==> src/design/pca_pkg.sv <==
package pca_pkg;
	// ------------------------------------------------------------------
	// bus widths
	// ------------------------------------------------------------------
	localparam int ADDR_W = 8;
	localparam int DATA_W = 8;
	localparam int CNT_W  = 16;
	localparam int MODE_W = 7;
	localparam int PRE_W  = 3;

	// ------------------------------------------------------------------
	// register offsets
	// ------------------------------------------------------------------
	localparam logic [7:0] ADDR_COUNTER_CONTROL_REG    = 8'hd8;
	localparam logic [7:0] ADDR_COUNTER_MODE_REG    = 8'hd9;
	localparam logic [7:0] ADDR_MODE0   = 8'hda;
	localparam logic [7:0] ADDR_CNT_LO  = 8'he9;
	localparam logic [7:0] ADDR_VLO0    = 8'hea;
	localparam logic [7:0] ADDR_CNT_HI  = 8'hf9;
	localparam logic [7:0] ADDR_VHI0    = 8'hfa;

	// ------------------------------------------------------------------
	// field positions
	// ------------------------------------------------------------------
	localparam int COUNTER_MODE_REG_IDLE = 7;
	localparam int COUNTER_MODE_REG_WATCHDOG_ENABLE = 6;
	localparam int COUNTER_MODE_REG_SRC1 = 2;
	localparam int COUNTER_MODE_REG_SRC0 = 1;
	localparam int COUNTER_MODE_REG_ECF  = 0;
	localparam int COUNTER_CONTROL_REG_CF   = 7;
	localparam int COUNTER_CONTROL_REG_CR   = 6;
	localparam int MODE_COMPARATOR_ENABLE = 6;
	localparam int MODE_RISING_EDGE_CAPTURE_ENABLE = 5;
	localparam int MODE_FALLING_EDGE_CAPTURE_ENABLE = 4;
	localparam int MODE_MAT  = 3;
	localparam int MODE_TOG  = 2;
	localparam int MODE_PWM  = 1;
	localparam int MODE_MODULE_IRQ_ENABLE = 0;

	// ------------------------------------------------------------------
	// count sources, prescale counts and reset values
	// ------------------------------------------------------------------
	localparam logic [1:0] SRC_DIV6 = 2'b00;
	localparam logic [1:0] SRC_DIV2 = 2'b01;
	localparam logic [1:0] SRC_T0   = 2'b10;
	localparam logic [1:0] SRC_EXT  = 2'b11;
	localparam logic [PRE_W-1:0] DIV6_CYC = 3'h6;
	localparam logic [PRE_W-1:0] DIV2_CYC = 3'h2;
	localparam logic [7:0]  REG_RST  = 8'h00;
	localparam logic [15:0] CNT_RST  = 16'h0000;
	localparam logic [15:0] CNT_MAX  = 16'hffff;
	localparam logic [7:0]  LOW_MAX  = 8'hff;
	localparam int WDT_MOD = 4;
endpackage

==> src/design/pca_top.sv <==
`timescale 1ns/1ns
// Operation
// - counter steps on clock/6, clock/2, timer 0 overflow or the external count pin.
// - one shared 16-bit counter is the time base of all five modules.
// - with halt_in_idle set the counter stops during processor idle.
// - watchdog_enable switches the watchdog, which lives on module 4 only.
// - counter runs only while counter_run is set.
// - overflow sets counter_overflow_flag; only software clears it; irq if enabled.
// - a match or capture sets module_event_flag; software clears it by writing.
// - module_irq_enable lets the module flag raise the interrupt.
// - pin_flip_on_hit inverts the module pin at each compare match.
// - compare_hit_flag_enable makes a compare match set the module flag.
// - falling and rising capture enables select the capturing edges, both means either.
// - the comparator works only while comparator_enable is set.
// - a capture copies both counter bytes into the value registers and sets the flag.
// - overflow and all module events merge into one interrupt request.
// - comparator and hit-flag enable together make a 16-bit software timer.
// - toggle, hit-flag and comparator enables together give high-speed toggle output.
// - pwm output low while counter low byte below value low, else high.
// - pwm reloads value low from value high when the low byte wraps.
// - pwm needs pwm-enable and comparator enable; all pwm share the counter.
// - watchdog match on module 4 raises an internal reset, not the reset pin.
// - unused counter array pins stay free for ordinary port use.
// - source code 00 div6, 01 div2, 10 timer 0, 11 pin at most clock/4.
module pca_top #(
	parameter int N_MOD = 5
) (
	input  wire logic                        ref_clk,
	input  wire logic                        nrst,
	input  wire logic                        ce,
	input  wire logic [pca_pkg::ADDR_W-1:0]  addr,
	input  wire logic [pca_pkg::DATA_W-1:0]  wdata,
	input  wire logic                        wr_en,
	input  wire logic                        rd_en,
	output logic      [pca_pkg::DATA_W-1:0]  rdata,
	input  wire logic                        idle_mode,
	input  wire logic                        timer0_ovf,
	input  wire logic                        external_count_input,
	input  wire logic [N_MOD-1:0]            module_io_pin_in,
	output logic      [N_MOD-1:0]            module_io_pin_out,
	output logic      [N_MOD-1:0]            module_io_pin_oe,
	output logic                             irq,
	output logic                             wdt_reset
);
	import pca_pkg::*;

	// ------------------------------------------------------------------
	// elaboration checks
	// ------------------------------------------------------------------
	// the flag register holds five module bits and the watchdog sits on module 4
	if (N_MOD != 5) begin : g_bad_nmod
		$error("pca_top: N_MOD must be 5");
	end

	// ------------------------------------------------------------------
	// state
	// ------------------------------------------------------------------
	typedef struct packed {
		logic [CNT_W-1:0]              cnt;
		logic [PRE_W-1:0]              pre;
		logic                          upd;
		logic                          halt_in_idle;
		logic                          watchdog_enable;
		logic [1:0]                    src;
		logic                          overflow_irq_enable;
		logic                          counter_run;
		logic                          counter_overflow_flag;
		logic [N_MOD-1:0]              module_event_flag;
		logic [N_MOD-1:0][MODE_W-1:0]  mode;
		logic [N_MOD-1:0][7:0]         vlo;
		logic [N_MOD-1:0][7:0]         vhi;
		logic [2:0]                    eci_s;
		logic [N_MOD-1:0][2:0]         pin_s;
		logic [N_MOD-1:0]              pin_out;
		logic [N_MOD-1:0]              pin_oe;
		logic                          irq;
		logic                          wdt_rst;
		logic [DATA_W-1:0]             rdata;
	} pca_state_type;

	pca_state_type st_r;
	pca_state_type st_nxt;

	logic             run;
	logic             tick;
	logic             ovf;
	logic             eci_fall;
	logic             cnt_wr;
	logic [N_MOD-1:0] hit;
	logic [N_MOD-1:0] cap;
	logic [N_MOD-1:0] pwm_mode;

	// returns {valid, index} when a lies within the module group at base
	function automatic logic [3:0] grp_sel(input logic [7:0] a, input logic [7:0] base);
		logic [7:0] d;
		d = a - base;
		if (a >= base && d < 8'(N_MOD)) begin
			grp_sel = {1'b1, d[2:0]};
		end else begin
			grp_sel = 4'h0;
		end
	endfunction

	// ------------------------------------------------------------------
	// time base
	// ------------------------------------------------------------------
	assign run      = st_r.counter_run & ~(st_r.halt_in_idle & idle_mode);
	assign eci_fall = st_r.eci_s[2] & ~st_r.eci_s[1];
	assign cnt_wr   = wr_en & (addr == ADDR_CNT_LO || addr == ADDR_CNT_HI);
	assign ovf      = tick & (st_r.cnt == CNT_MAX);

	always_comb begin
		unique case (st_r.src)
			SRC_DIV6: tick = run & (st_r.pre == DIV6_CYC - 3'h1);
			SRC_DIV2: tick = run & (st_r.pre == DIV2_CYC - 3'h1);
			SRC_T0:   tick = run & timer0_ovf;
			SRC_EXT:  tick = run & eci_fall;
		endcase
	end

	// ------------------------------------------------------------------
	// per-module compare and capture detection
	// ------------------------------------------------------------------
	// upd marks a fresh counter value, so one count value matches only once
	for (genvar n = 0; n < N_MOD; n++) begin : g_mod
		logic rise;
		logic fall;
		assign rise = st_r.pin_s[n][1] & ~st_r.pin_s[n][2];
		assign fall = st_r.pin_s[n][2] & ~st_r.pin_s[n][1];
		assign pwm_mode[n] = st_r.mode[n][MODE_PWM] & st_r.mode[n][MODE_COMPARATOR_ENABLE];
		assign hit[n] = st_r.mode[n][MODE_COMPARATOR_ENABLE] & ~st_r.mode[n][MODE_PWM] & st_r.upd
			& (st_r.cnt == {st_r.vhi[n], st_r.vlo[n]});
		assign cap[n] = (st_r.mode[n][MODE_RISING_EDGE_CAPTURE_ENABLE] & rise) | (st_r.mode[n][MODE_FALLING_EDGE_CAPTURE_ENABLE] & fall);

		property p_hit_flag;
			@(posedge ref_clk) disable iff (!nrst)
			ce && hit[n] && st_r.mode[n][MODE_MAT] |=> st_r.module_event_flag[n];
		endproperty
		a_hit_flag: assert property (p_hit_flag) else $error("match did not set module flag");

		property p_toggle;
			@(posedge ref_clk) disable iff (!nrst)
			ce && hit[n] && st_r.mode[n][MODE_TOG] |=> st_r.pin_out[n] != $past(st_r.pin_out[n]);
		endproperty
		a_toggle: assert property (p_toggle) else $error("pin did not toggle on match");

		property p_capture;
			@(posedge ref_clk) disable iff (!nrst)
			ce && cap[n] |=> {st_r.vhi[n], st_r.vlo[n]} == $past(st_r.cnt) && st_r.module_event_flag[n];
		endproperty
		a_capture: assert property (p_capture) else $error("capture value or flag wrong");

		property p_pwm;
			@(posedge ref_clk) disable iff (!nrst)
			ce && pwm_mode[n] |=> st_r.pin_out[n] == ($past(st_r.cnt[7:0]) >= $past(st_r.vlo[n]));
		endproperty
		a_pwm: assert property (p_pwm) else $error("pwm level wrong");

		property p_pwm_reload;
			@(posedge ref_clk) disable iff (!nrst)
			ce && pwm_mode[n] && tick && st_r.cnt[7:0] == LOW_MAX && !wr_en
			|=> st_r.vlo[n] == $past(st_r.vhi[n]);
		endproperty
		a_pwm_reload: assert property (p_pwm_reload) else $error("pwm low value not reloaded");
	end

	// ------------------------------------------------------------------
	// next state
	// ------------------------------------------------------------------
	always_comb begin
		logic [3:0] sel;
		logic       any_irq;
		sel     = 4'h0;
		any_irq = 1'b0;
		st_nxt  = st_r;
		st_nxt.rdata   = REG_RST;
		st_nxt.wdt_rst = 1'b0;
		st_nxt.upd     = 1'b0;
		st_nxt.eci_s   = {st_r.eci_s[1:0], external_count_input};
		for (int n = 0; n < N_MOD; n++) begin
			st_nxt.pin_s[n] = {st_r.pin_s[n][1:0], module_io_pin_in[n]};
		end

		// prescaler only runs for the internal sources
		if (run && (st_r.src == SRC_DIV6 || st_r.src == SRC_DIV2)) begin
			if (tick) begin
				st_nxt.pre = 3'h0;
			end else begin
				st_nxt.pre = st_r.pre + 3'h1;
			end
		end
		if (tick) begin
			st_nxt.cnt = st_r.cnt + 16'h0001;
			st_nxt.upd = 1'b1;
		end

		// software writes; a counter write beats a tick in the same cycle
		if (wr_en) begin
			if (addr == ADDR_COUNTER_MODE_REG) begin
				st_nxt.halt_in_idle        = wdata[COUNTER_MODE_REG_IDLE];
				st_nxt.watchdog_enable     = wdata[COUNTER_MODE_REG_WATCHDOG_ENABLE];
				st_nxt.src                 = {wdata[COUNTER_MODE_REG_SRC1], wdata[COUNTER_MODE_REG_SRC0]};
				st_nxt.overflow_irq_enable = wdata[COUNTER_MODE_REG_ECF];
				// a leftover prescale count would stretch the first period of the new source
				st_nxt.pre                 = '0;
			end
			if (addr == ADDR_COUNTER_CONTROL_REG) begin
				st_nxt.counter_run           = wdata[COUNTER_CONTROL_REG_CR];
				st_nxt.counter_overflow_flag = wdata[COUNTER_CONTROL_REG_CF];
				st_nxt.module_event_flag     = wdata[N_MOD-1:0];
			end
			if (addr == ADDR_CNT_LO) begin
				st_nxt.cnt[7:0] = wdata;
				st_nxt.upd      = 1'b1;
			end
			if (addr == ADDR_CNT_HI) begin
				st_nxt.cnt[15:8] = wdata;
				st_nxt.upd       = 1'b1;
			end
			sel = grp_sel(addr, ADDR_MODE0);
			if (sel[3]) begin
				st_nxt.mode[sel[2:0]] = wdata[MODE_W-1:0];
			end
			sel = grp_sel(addr, ADDR_VLO0);
			if (sel[3]) begin
				st_nxt.vlo[sel[2:0]] = wdata;
			end
			sel = grp_sel(addr, ADDR_VHI0);
			if (sel[3]) begin
				st_nxt.vhi[sel[2:0]] = wdata;
			end
		end

		// register reads, data valid in the following cycle only
		if (rd_en) begin
			if (addr == ADDR_COUNTER_MODE_REG) begin
				st_nxt.rdata = {st_r.halt_in_idle, st_r.watchdog_enable, 3'h0, st_r.src,
					st_r.overflow_irq_enable};
			end
			if (addr == ADDR_COUNTER_CONTROL_REG) begin
				st_nxt.rdata = {st_r.counter_overflow_flag, st_r.counter_run, 1'b0,
					st_r.module_event_flag};
			end
			if (addr == ADDR_CNT_LO) begin
				st_nxt.rdata = st_r.cnt[7:0];
			end
			if (addr == ADDR_CNT_HI) begin
				st_nxt.rdata = st_r.cnt[15:8];
			end
			sel = grp_sel(addr, ADDR_MODE0);
			if (sel[3]) begin
				st_nxt.rdata = {1'b0, st_r.mode[sel[2:0]]};
			end
			sel = grp_sel(addr, ADDR_VLO0);
			if (sel[3]) begin
				st_nxt.rdata = st_r.vlo[sel[2:0]];
			end
			sel = grp_sel(addr, ADDR_VHI0);
			if (sel[3]) begin
				st_nxt.rdata = st_r.vhi[sel[2:0]];
			end
		end

		// hardware events come last so a set beats a clear in the same cycle
		if (ovf) begin
			st_nxt.counter_overflow_flag = 1'b1;
		end
		for (int n = 0; n < N_MOD; n++) begin
			if (pwm_mode[n]) begin
				st_nxt.pin_out[n] = st_r.cnt[7:0] >= st_r.vlo[n];
				if (tick && st_r.cnt[7:0] == LOW_MAX) begin
					st_nxt.vlo[n] = st_r.vhi[n];
				end
			end else if (hit[n] && st_r.mode[n][MODE_TOG]) begin
				st_nxt.pin_out[n] = ~st_r.pin_out[n];
			end
			if ((hit[n] && st_r.mode[n][MODE_MAT]) || cap[n]) begin
				st_nxt.module_event_flag[n] = 1'b1;
			end
			if (cap[n]) begin
				st_nxt.vlo[n] = st_r.cnt[7:0];
				st_nxt.vhi[n] = st_r.cnt[15:8];
			end
			// the pin is only driven when the module uses it as an output
			st_nxt.pin_oe[n] = st_nxt.mode[n][MODE_TOG] | (st_nxt.mode[n][MODE_PWM]
				& st_nxt.mode[n][MODE_COMPARATOR_ENABLE]);
			any_irq = any_irq | (st_nxt.module_event_flag[n] & st_nxt.mode[n][MODE_MODULE_IRQ_ENABLE]);
		end
		st_nxt.irq = any_irq | (st_nxt.counter_overflow_flag & st_nxt.overflow_irq_enable);

		// internal reset only; the external reset pin is never driven
		if (hit[WDT_MOD] && st_r.watchdog_enable) begin
			st_nxt.wdt_rst = 1'b1;
		end
	end

	// ------------------------------------------------------------------
	// registers
	// ------------------------------------------------------------------
	always_ff @(posedge ref_clk) begin
		if (!nrst) begin
			st_r <= '0;
		end else if (ce) begin
			st_r <= st_nxt;
		end
	end

	assign rdata             = st_r.rdata;
	assign module_io_pin_out = st_r.pin_out;
	assign module_io_pin_oe  = st_r.pin_oe;
	assign irq               = st_r.irq;
	assign wdt_reset         = st_r.wdt_rst;

	// ------------------------------------------------------------------
	// checks
	// ------------------------------------------------------------------
	property p_ovf_flag;
		@(posedge ref_clk) disable iff (!nrst)
		ce && ovf |=> st_r.counter_overflow_flag;
	endproperty
	a_ovf_flag: assert property (p_ovf_flag) else $error("overflow did not set flag");

	property p_ovf_hold;
		@(posedge ref_clk) disable iff (!nrst)
		st_r.counter_overflow_flag && !(ce && wr_en && addr == ADDR_COUNTER_CONTROL_REG && !wdata[COUNTER_CONTROL_REG_CF])
		|=> st_r.counter_overflow_flag;
	endproperty
	a_ovf_hold: assert property (p_ovf_hold) else $error("overflow flag lost without write");

	property p_run_stop;
		@(posedge ref_clk) disable iff (!nrst)
		ce && !st_r.counter_run && !cnt_wr |=> $stable(st_r.cnt);
	endproperty
	a_run_stop: assert property (p_run_stop) else $error("counter moved while stopped");

	property p_idle;
		@(posedge ref_clk) disable iff (!nrst)
		ce && st_r.halt_in_idle && idle_mode && !cnt_wr |=> $stable(st_r.cnt);
	endproperty
	a_idle: assert property (p_idle) else $error("counter moved in idle");

	property p_div6;
		@(posedge ref_clk) disable iff (!nrst)
		ce && tick && st_r.src == SRC_DIV6 && st_r.counter_run && !idle_mode ##1 ce[*5]
		|-> !tick;
	endproperty
	a_div6: assert property (p_div6) else $error("div6 ticked early");

	property p_irq;
		@(posedge ref_clk) disable iff (!nrst)
		ce ##1 st_r.counter_overflow_flag && st_r.overflow_irq_enable |-> st_r.irq;
	endproperty
	a_irq: assert property (p_irq) else $error("overflow irq missing");

	property p_wdt;
		@(posedge ref_clk) disable iff (!nrst)
		ce && hit[WDT_MOD] && st_r.watchdog_enable |=> wdt_reset;
	endproperty
	a_wdt: assert property (p_wdt) else $error("watchdog reset missing");

	property p_wdt_off;
		@(posedge ref_clk) disable iff (!nrst)
		ce && !st_r.watchdog_enable |=> !wdt_reset;
	endproperty
	a_wdt_off: assert property (p_wdt_off) else $error("watchdog fired while disabled");

	property p_count;
		@(posedge ref_clk) disable iff (!nrst)
		ce && tick && !cnt_wr |=> st_r.cnt == $past(st_r.cnt) + 16'h0001;
	endproperty
	a_count: assert property (p_count) else $error("counter did not step on tick");
endmodule

==> config.mk <==
export PLATFORM = sky130hd
export DESIGN_NAME = pca_top
export DESIGN_NICKNAME = d
export VERILOG_FILES = /design/src/design/pca_pkg.sv /design/src/design/pca_top.sv
export SDC_FILE = /design/constraint.sdc
export NUM_CORES = 1
export LEC_CHECK = 0
export BUFFER_PORTS_ARGS = -buffer_cell sky130_fd_sc_hd__buf_2
export CORE_AREA = 2 2 153 155
export DETAILED_ROUTE_END_ITERATION = 10
export DIE_AREA = 0 0 155 157
export HOLD_SLACK_MARGIN = 0.03
export PLACE_DENSITY_LB_ADDON = 0.05
export SETUP_SLACK_MARGIN = 0.1
export SLEW_MARGIN = 20
export SYNTH_ARGS = -nofsm -noshare
export SYNTH_HDL_FRONTEND = slang
export SYNTH_SLANG_ARGS = --single-unit
==> constraint.sdc <==
create_clock -name ref_clk -period 6.5 [get_ports ref_clk]
set_input_delay 0.325 -clock ref_clk [delete_from_list [all_inputs] [get_ports ref_clk]]
set_output_delay 0.325 -clock ref_clk [all_outputs]
set_load 0.02 [all_outputs]
==> results.sh <==
export IMPL_run_status="completed"
export IMPL_gpl_final_weighted_congestion=1.03
export IMPL_holdBufCountCts=0
export IMPL_layout_area_seq_um2=3700
export IMPL_placed_cells_incl_taps=1698
export IMPL_seq_area_frac_synth_pct=30.2
export IMPL_fp_dieArea_um2=24300
export IMPL_clock_tree_root_cell="sky130_fd_sc_hd__clkbuf_16"
export IMPL_tritoncts_clock_tree="built"
export IMPL_hpwlAfterDp_um=31700
export IMPL_number_of_register_bits_inferred_by_synthesis=185
export IMPL_critical_path_slowest_cell="sky130_fd_sc_hd__and2_1"
export IMPL_max_clock_freq_mhz=280
export IMPL_report_final_slew_viol_count=0
export IMPL_clock_path_buffers=2
export IMPL_slew_headroom_pct=24.8
export IMPL_reg_to_reg_setup_timing_slack_ns=3.10
export IMPL_layout_filler_cells=2114
export IMPL_num_rows=55
export IMPL_cp_slowest_stage_delay_ns=0.72
export IMPL_finalClockSkew_ns=0.0231
export IMPL_timing_worst_slew_pin_value_ns=1.12
export IMPL_synth_avg_cell_area_um2=8.26
export IMPL_critical_path_startpoint_type="primary input"
export IMPL_critical_path_sink_type="flip-flop"
export IMPL_stdcell_area_um2=13000
export IMPL_grt_ovfl_total=0
export IMPL_synthToLayoutAreaGrowth_pct=6.18
export IMPL_detailroute_via_count=11800
export IMPL_area_of_combinational_cells_with_multiple_inputs_um2=7750
export IMPL_mostFrequentLayoutCells="sky130_fd_sc_hd__dfxtp_1 (185), sky130_fd_sc_hd__nor2_1 (119), sky130_fd_sc_hd__mux2i_1 (111), sky130_fd_sc_hd__nand2_1 (99), sky130_fd_sc_hd__nor3_1 (83)"
export IMPL_cp_bufs_invs=2
export IMPL_initial_core_util_pct=54.5
export IMPL_hold_path_depth=3
export IMPL_grt_start_max_net_pins=99
export IMPL_whs_endpoint="st_nxt[24]"
export IMPL_mappedNetlistNets=1557
export IMPL_via_count_of_the_first_global_routing_pass=10900
export IMPL_period_share_pct=55.0
export IMPL_synth_cell_area_um2=12300
export IMPL_placeable_core_area_um2=22500
export IMPL_whs_ns=0.0947
export IMPL_hold_path_startpoint="module_io_pin_in[1]"
export IMPL_io_buffer_count=48
export IMPL_groute_usage_overall_pct=38.5
export IMPL_timing_max_cap_violations=0
export IMPL_first_iter_violations=1600
export IMPL_power_leakage_nw=5.21
export IMPL_synth_lib_cells_used_distinct=72
export IMPL_period_minus_slack_ns=3.58
export IMPL_peakVddDrop_v=0.000165
export IMPL_total_power_mw=2.64
export IMPL_synthFlopType="sky130_fd_sc_hd__dfxtp_1"
export IMPL_hold_viol=0
export IMPL_io_pins=49
export IMPL_wl_per_cell_um=27.2
export IMPL_worst_hold_path_type="primary input to flip-flop"
export IMPL_final_common_cell="sky130_fd_sc_hd__dfxtp_1"
export IMPL_synthesis_instances=1484
export IMPL_worst_endpoint_required_ns=6.81
export IMPL_clk_latency_ns=0.46
export IMPL_post_dp_cell_area_um2=12400
export IMPL_clock_sinks=185
export IMPL_finalWirelength_um=47000
export IMPL_crit_type="primary input to flip-flop"
export IMPL_crit_fanout=31
export IMPL_cts_setup_buffers=0
export IMPL_power_density_nw_per_um2=202
export IMPL_setup_violations=0
export IMPL_timing_rr_end="module_io_pin_out[3]"
export IMPL_setup_tns_ns=0
export IMPL_drt_antenna_violating_nets=0
export IMPL_numCtsBuffers=17
export IMPL_synth_edff_count=0
export IMPL_finish_net_count=1505
export IMPL_final_layout_size_suffix_gt1_share_pct=14.0
export IMPL_synthArstFlopShare_pct=0
export IMPL_grt_pass1_wl_um=70100
export IMPL_max_h_tree_level=4
export IMPL_antenna_cells=0
export IMPL_final_cells=1730
export IMPL_antenna_violations_before_repair=0
export IMPL_viasPerCell=6.83
export IMPL_critical_path_reg2reg_startpoint="st_r[169]"
export IMPL_drt_pass1_iter_count=5
export IMPL_cts_reportedPaths_clkPinSlew_ns=0.09
export IMPL_r2r_worst_path_cells=9
export IMPL_dieHeight_um=157
export IMPL_critPathTopFamily="simple AND/OR/NAND/NOR gates"
export IMPL_worstPathCellList="buf_2 > inv_1 > ha_1 > and2_1 > nand3_1 > nor2_2 > mux2_2 > o22ai_1 > nor3_1"
export IMPL_post_route_drc_count=0
export IMPL_post_cts_resized_instances=0
export IMPL_synthesis_yosys_warnings=0
export IMPL_chip_width_um=155
export IMPL_unrepaired_setup_endpoints_after_global_routing="no"
export IMPL_cp_data_arrival_time_ns=3.88
worst max path at each step:
stage / cells past startpoint / endpoint / from / slack, ns
3_5_place_dp: 9 / st_r[93] / addr[1] / 2.56
6_report: 9 / st_r[93] / addr[1] / 2.92
3_3_place_gp: 9 / st_r[93] / addr[1] / 2.66
2_1_floorplan: 12 / st_r[101] / addr[1] / 3.61
4_1_cts: 9 / st_r[93] / addr[1] / 3.02
5_1_grt: 9 / st_r[93] / addr[1] / 2.71
stage by stage:
stage          worst slack (ns)  utilization, %
2_1_floorplan              3.61               -
3_3_place_gp               2.66            55.0
3_5_place_dp               2.56            55.0
4_1_cts                    3.02            57.8
5_1_grt                    2.71            57.9
6_report                   2.92            57.9
flip-flops by register name, indices dropped and copies added (netlist names):
register / cells
st_nxt: 12
wdt_reset: 1
irq: 1
module_io_pin_out: 5
st_r: 153
module_io_pin_oe: 5
rdata: 8
logic make-up after synthesis:
logic type               synth area share, %
multiplexers                            14.6
XOR/XNOR                                3.14
buffers and inverters                   6.66
AND/OR/NAND/NOR                         19.4
flip-flops                              30.2
adder cells (fa/ha/maj)                 4.49
AO/OA/AOI/OAI                           21.5
final cells by class:
class / count / share of cell area [%]
Clock buffer: 17 / 3.27
Clock inverter: 15 / 1.67
Inverter: 49 / 1.45
Multi-Input combinational cell: 1113 / 59.5
Sequential cell: 185 / 28.4
Tap cell: 285 / 2.74
Timing Repair Buffer: 66 / 2.92
synthesized netlist by cell type (10+ instances only):
| cell type | n | area [um2] |
|---|---|---|
| sky130_fd_sc_hd__nor2b_1 | 47 | 294 |
| sky130_fd_sc_hd__nand2_1 | 99 | 372 |
| sky130_fd_sc_hd__xnor2_1 | 23 | 201 |
| sky130_fd_sc_hd__o22ai_1 | 68 | 425 |
| sky130_fd_sc_hd__nand4_1 | 12 | 75.1 |
| sky130_fd_sc_hd__o21ai_0 | 76 | 380 |
| sky130_fd_sc_hd__nand3_1 | 35 | 175 |
| sky130_fd_sc_hd__nor3_1 | 83 | 415 |
| sky130_fd_sc_hd__o22ai_2 | 21 | 263 |
| sky130_fd_sc_hd__inv_1 | 49 | 184 |
| sky130_fd_sc_hd__nor2_1 | 119 | 447 |
| sky130_fd_sc_hd__o21a_1 | 10 | 75.1 |
| sky130_fd_sc_hd__nand2b_1 | 15 | 93.8 |
| sky130_fd_sc_hd__mux2i_1 | 111 | 1110 |
| sky130_fd_sc_hd__mux2_2 | 57 | 642 |
| sky130_fd_sc_hd__buf_2 | 17 | 85.1 |
| sky130_fd_sc_hd__a21o_1 | 10 | 75.1 |
| sky130_fd_sc_hd__a21oi_1 | 59 | 295 |
| sky130_fd_sc_hd__xor2_1 | 21 | 184 |
| sky130_fd_sc_hd__buf_4 | 18 | 135 |
| sky130_fd_sc_hd__clkbuf_1 | 89 | 334 |
| sky130_fd_sc_hd__ha_1 | 44 | 551 |
| sky130_fd_sc_hd__a211oi_1 | 17 | 128 |
| sky130_fd_sc_hd__o211ai_1 | 11 | 82.6 |
| sky130_fd_sc_hd__a221oi_1 | 44 | 385 |
| sky130_fd_sc_hd__dfxtp_1 | 185 | 3700 |
routing by layer:
metal | share of wire, % | GRT usage [%]
met1 | 41 | 53.6
met4 | 4.2 | 16.0
met3 | 12 | 10.2
met2 | 42 | 56.5
met5 | 0 | 0
report_power, final:
part	internal (mW)	switching, mW
logic	0.103	0.196
registers	1.16	0.0270
clock network	0.546	0.608
total	1.81	0.830
worst min-delay path, stage by stage:
cell and delay (ns):
sky130_fd_sc_hd__buf_2 0.07, sky130_fd_sc_hd__mux2i_1 0.05, sky130_fd_sc_hd__nor2_1 0.07
Note: power is estimated with default switching activity, not from simulation.
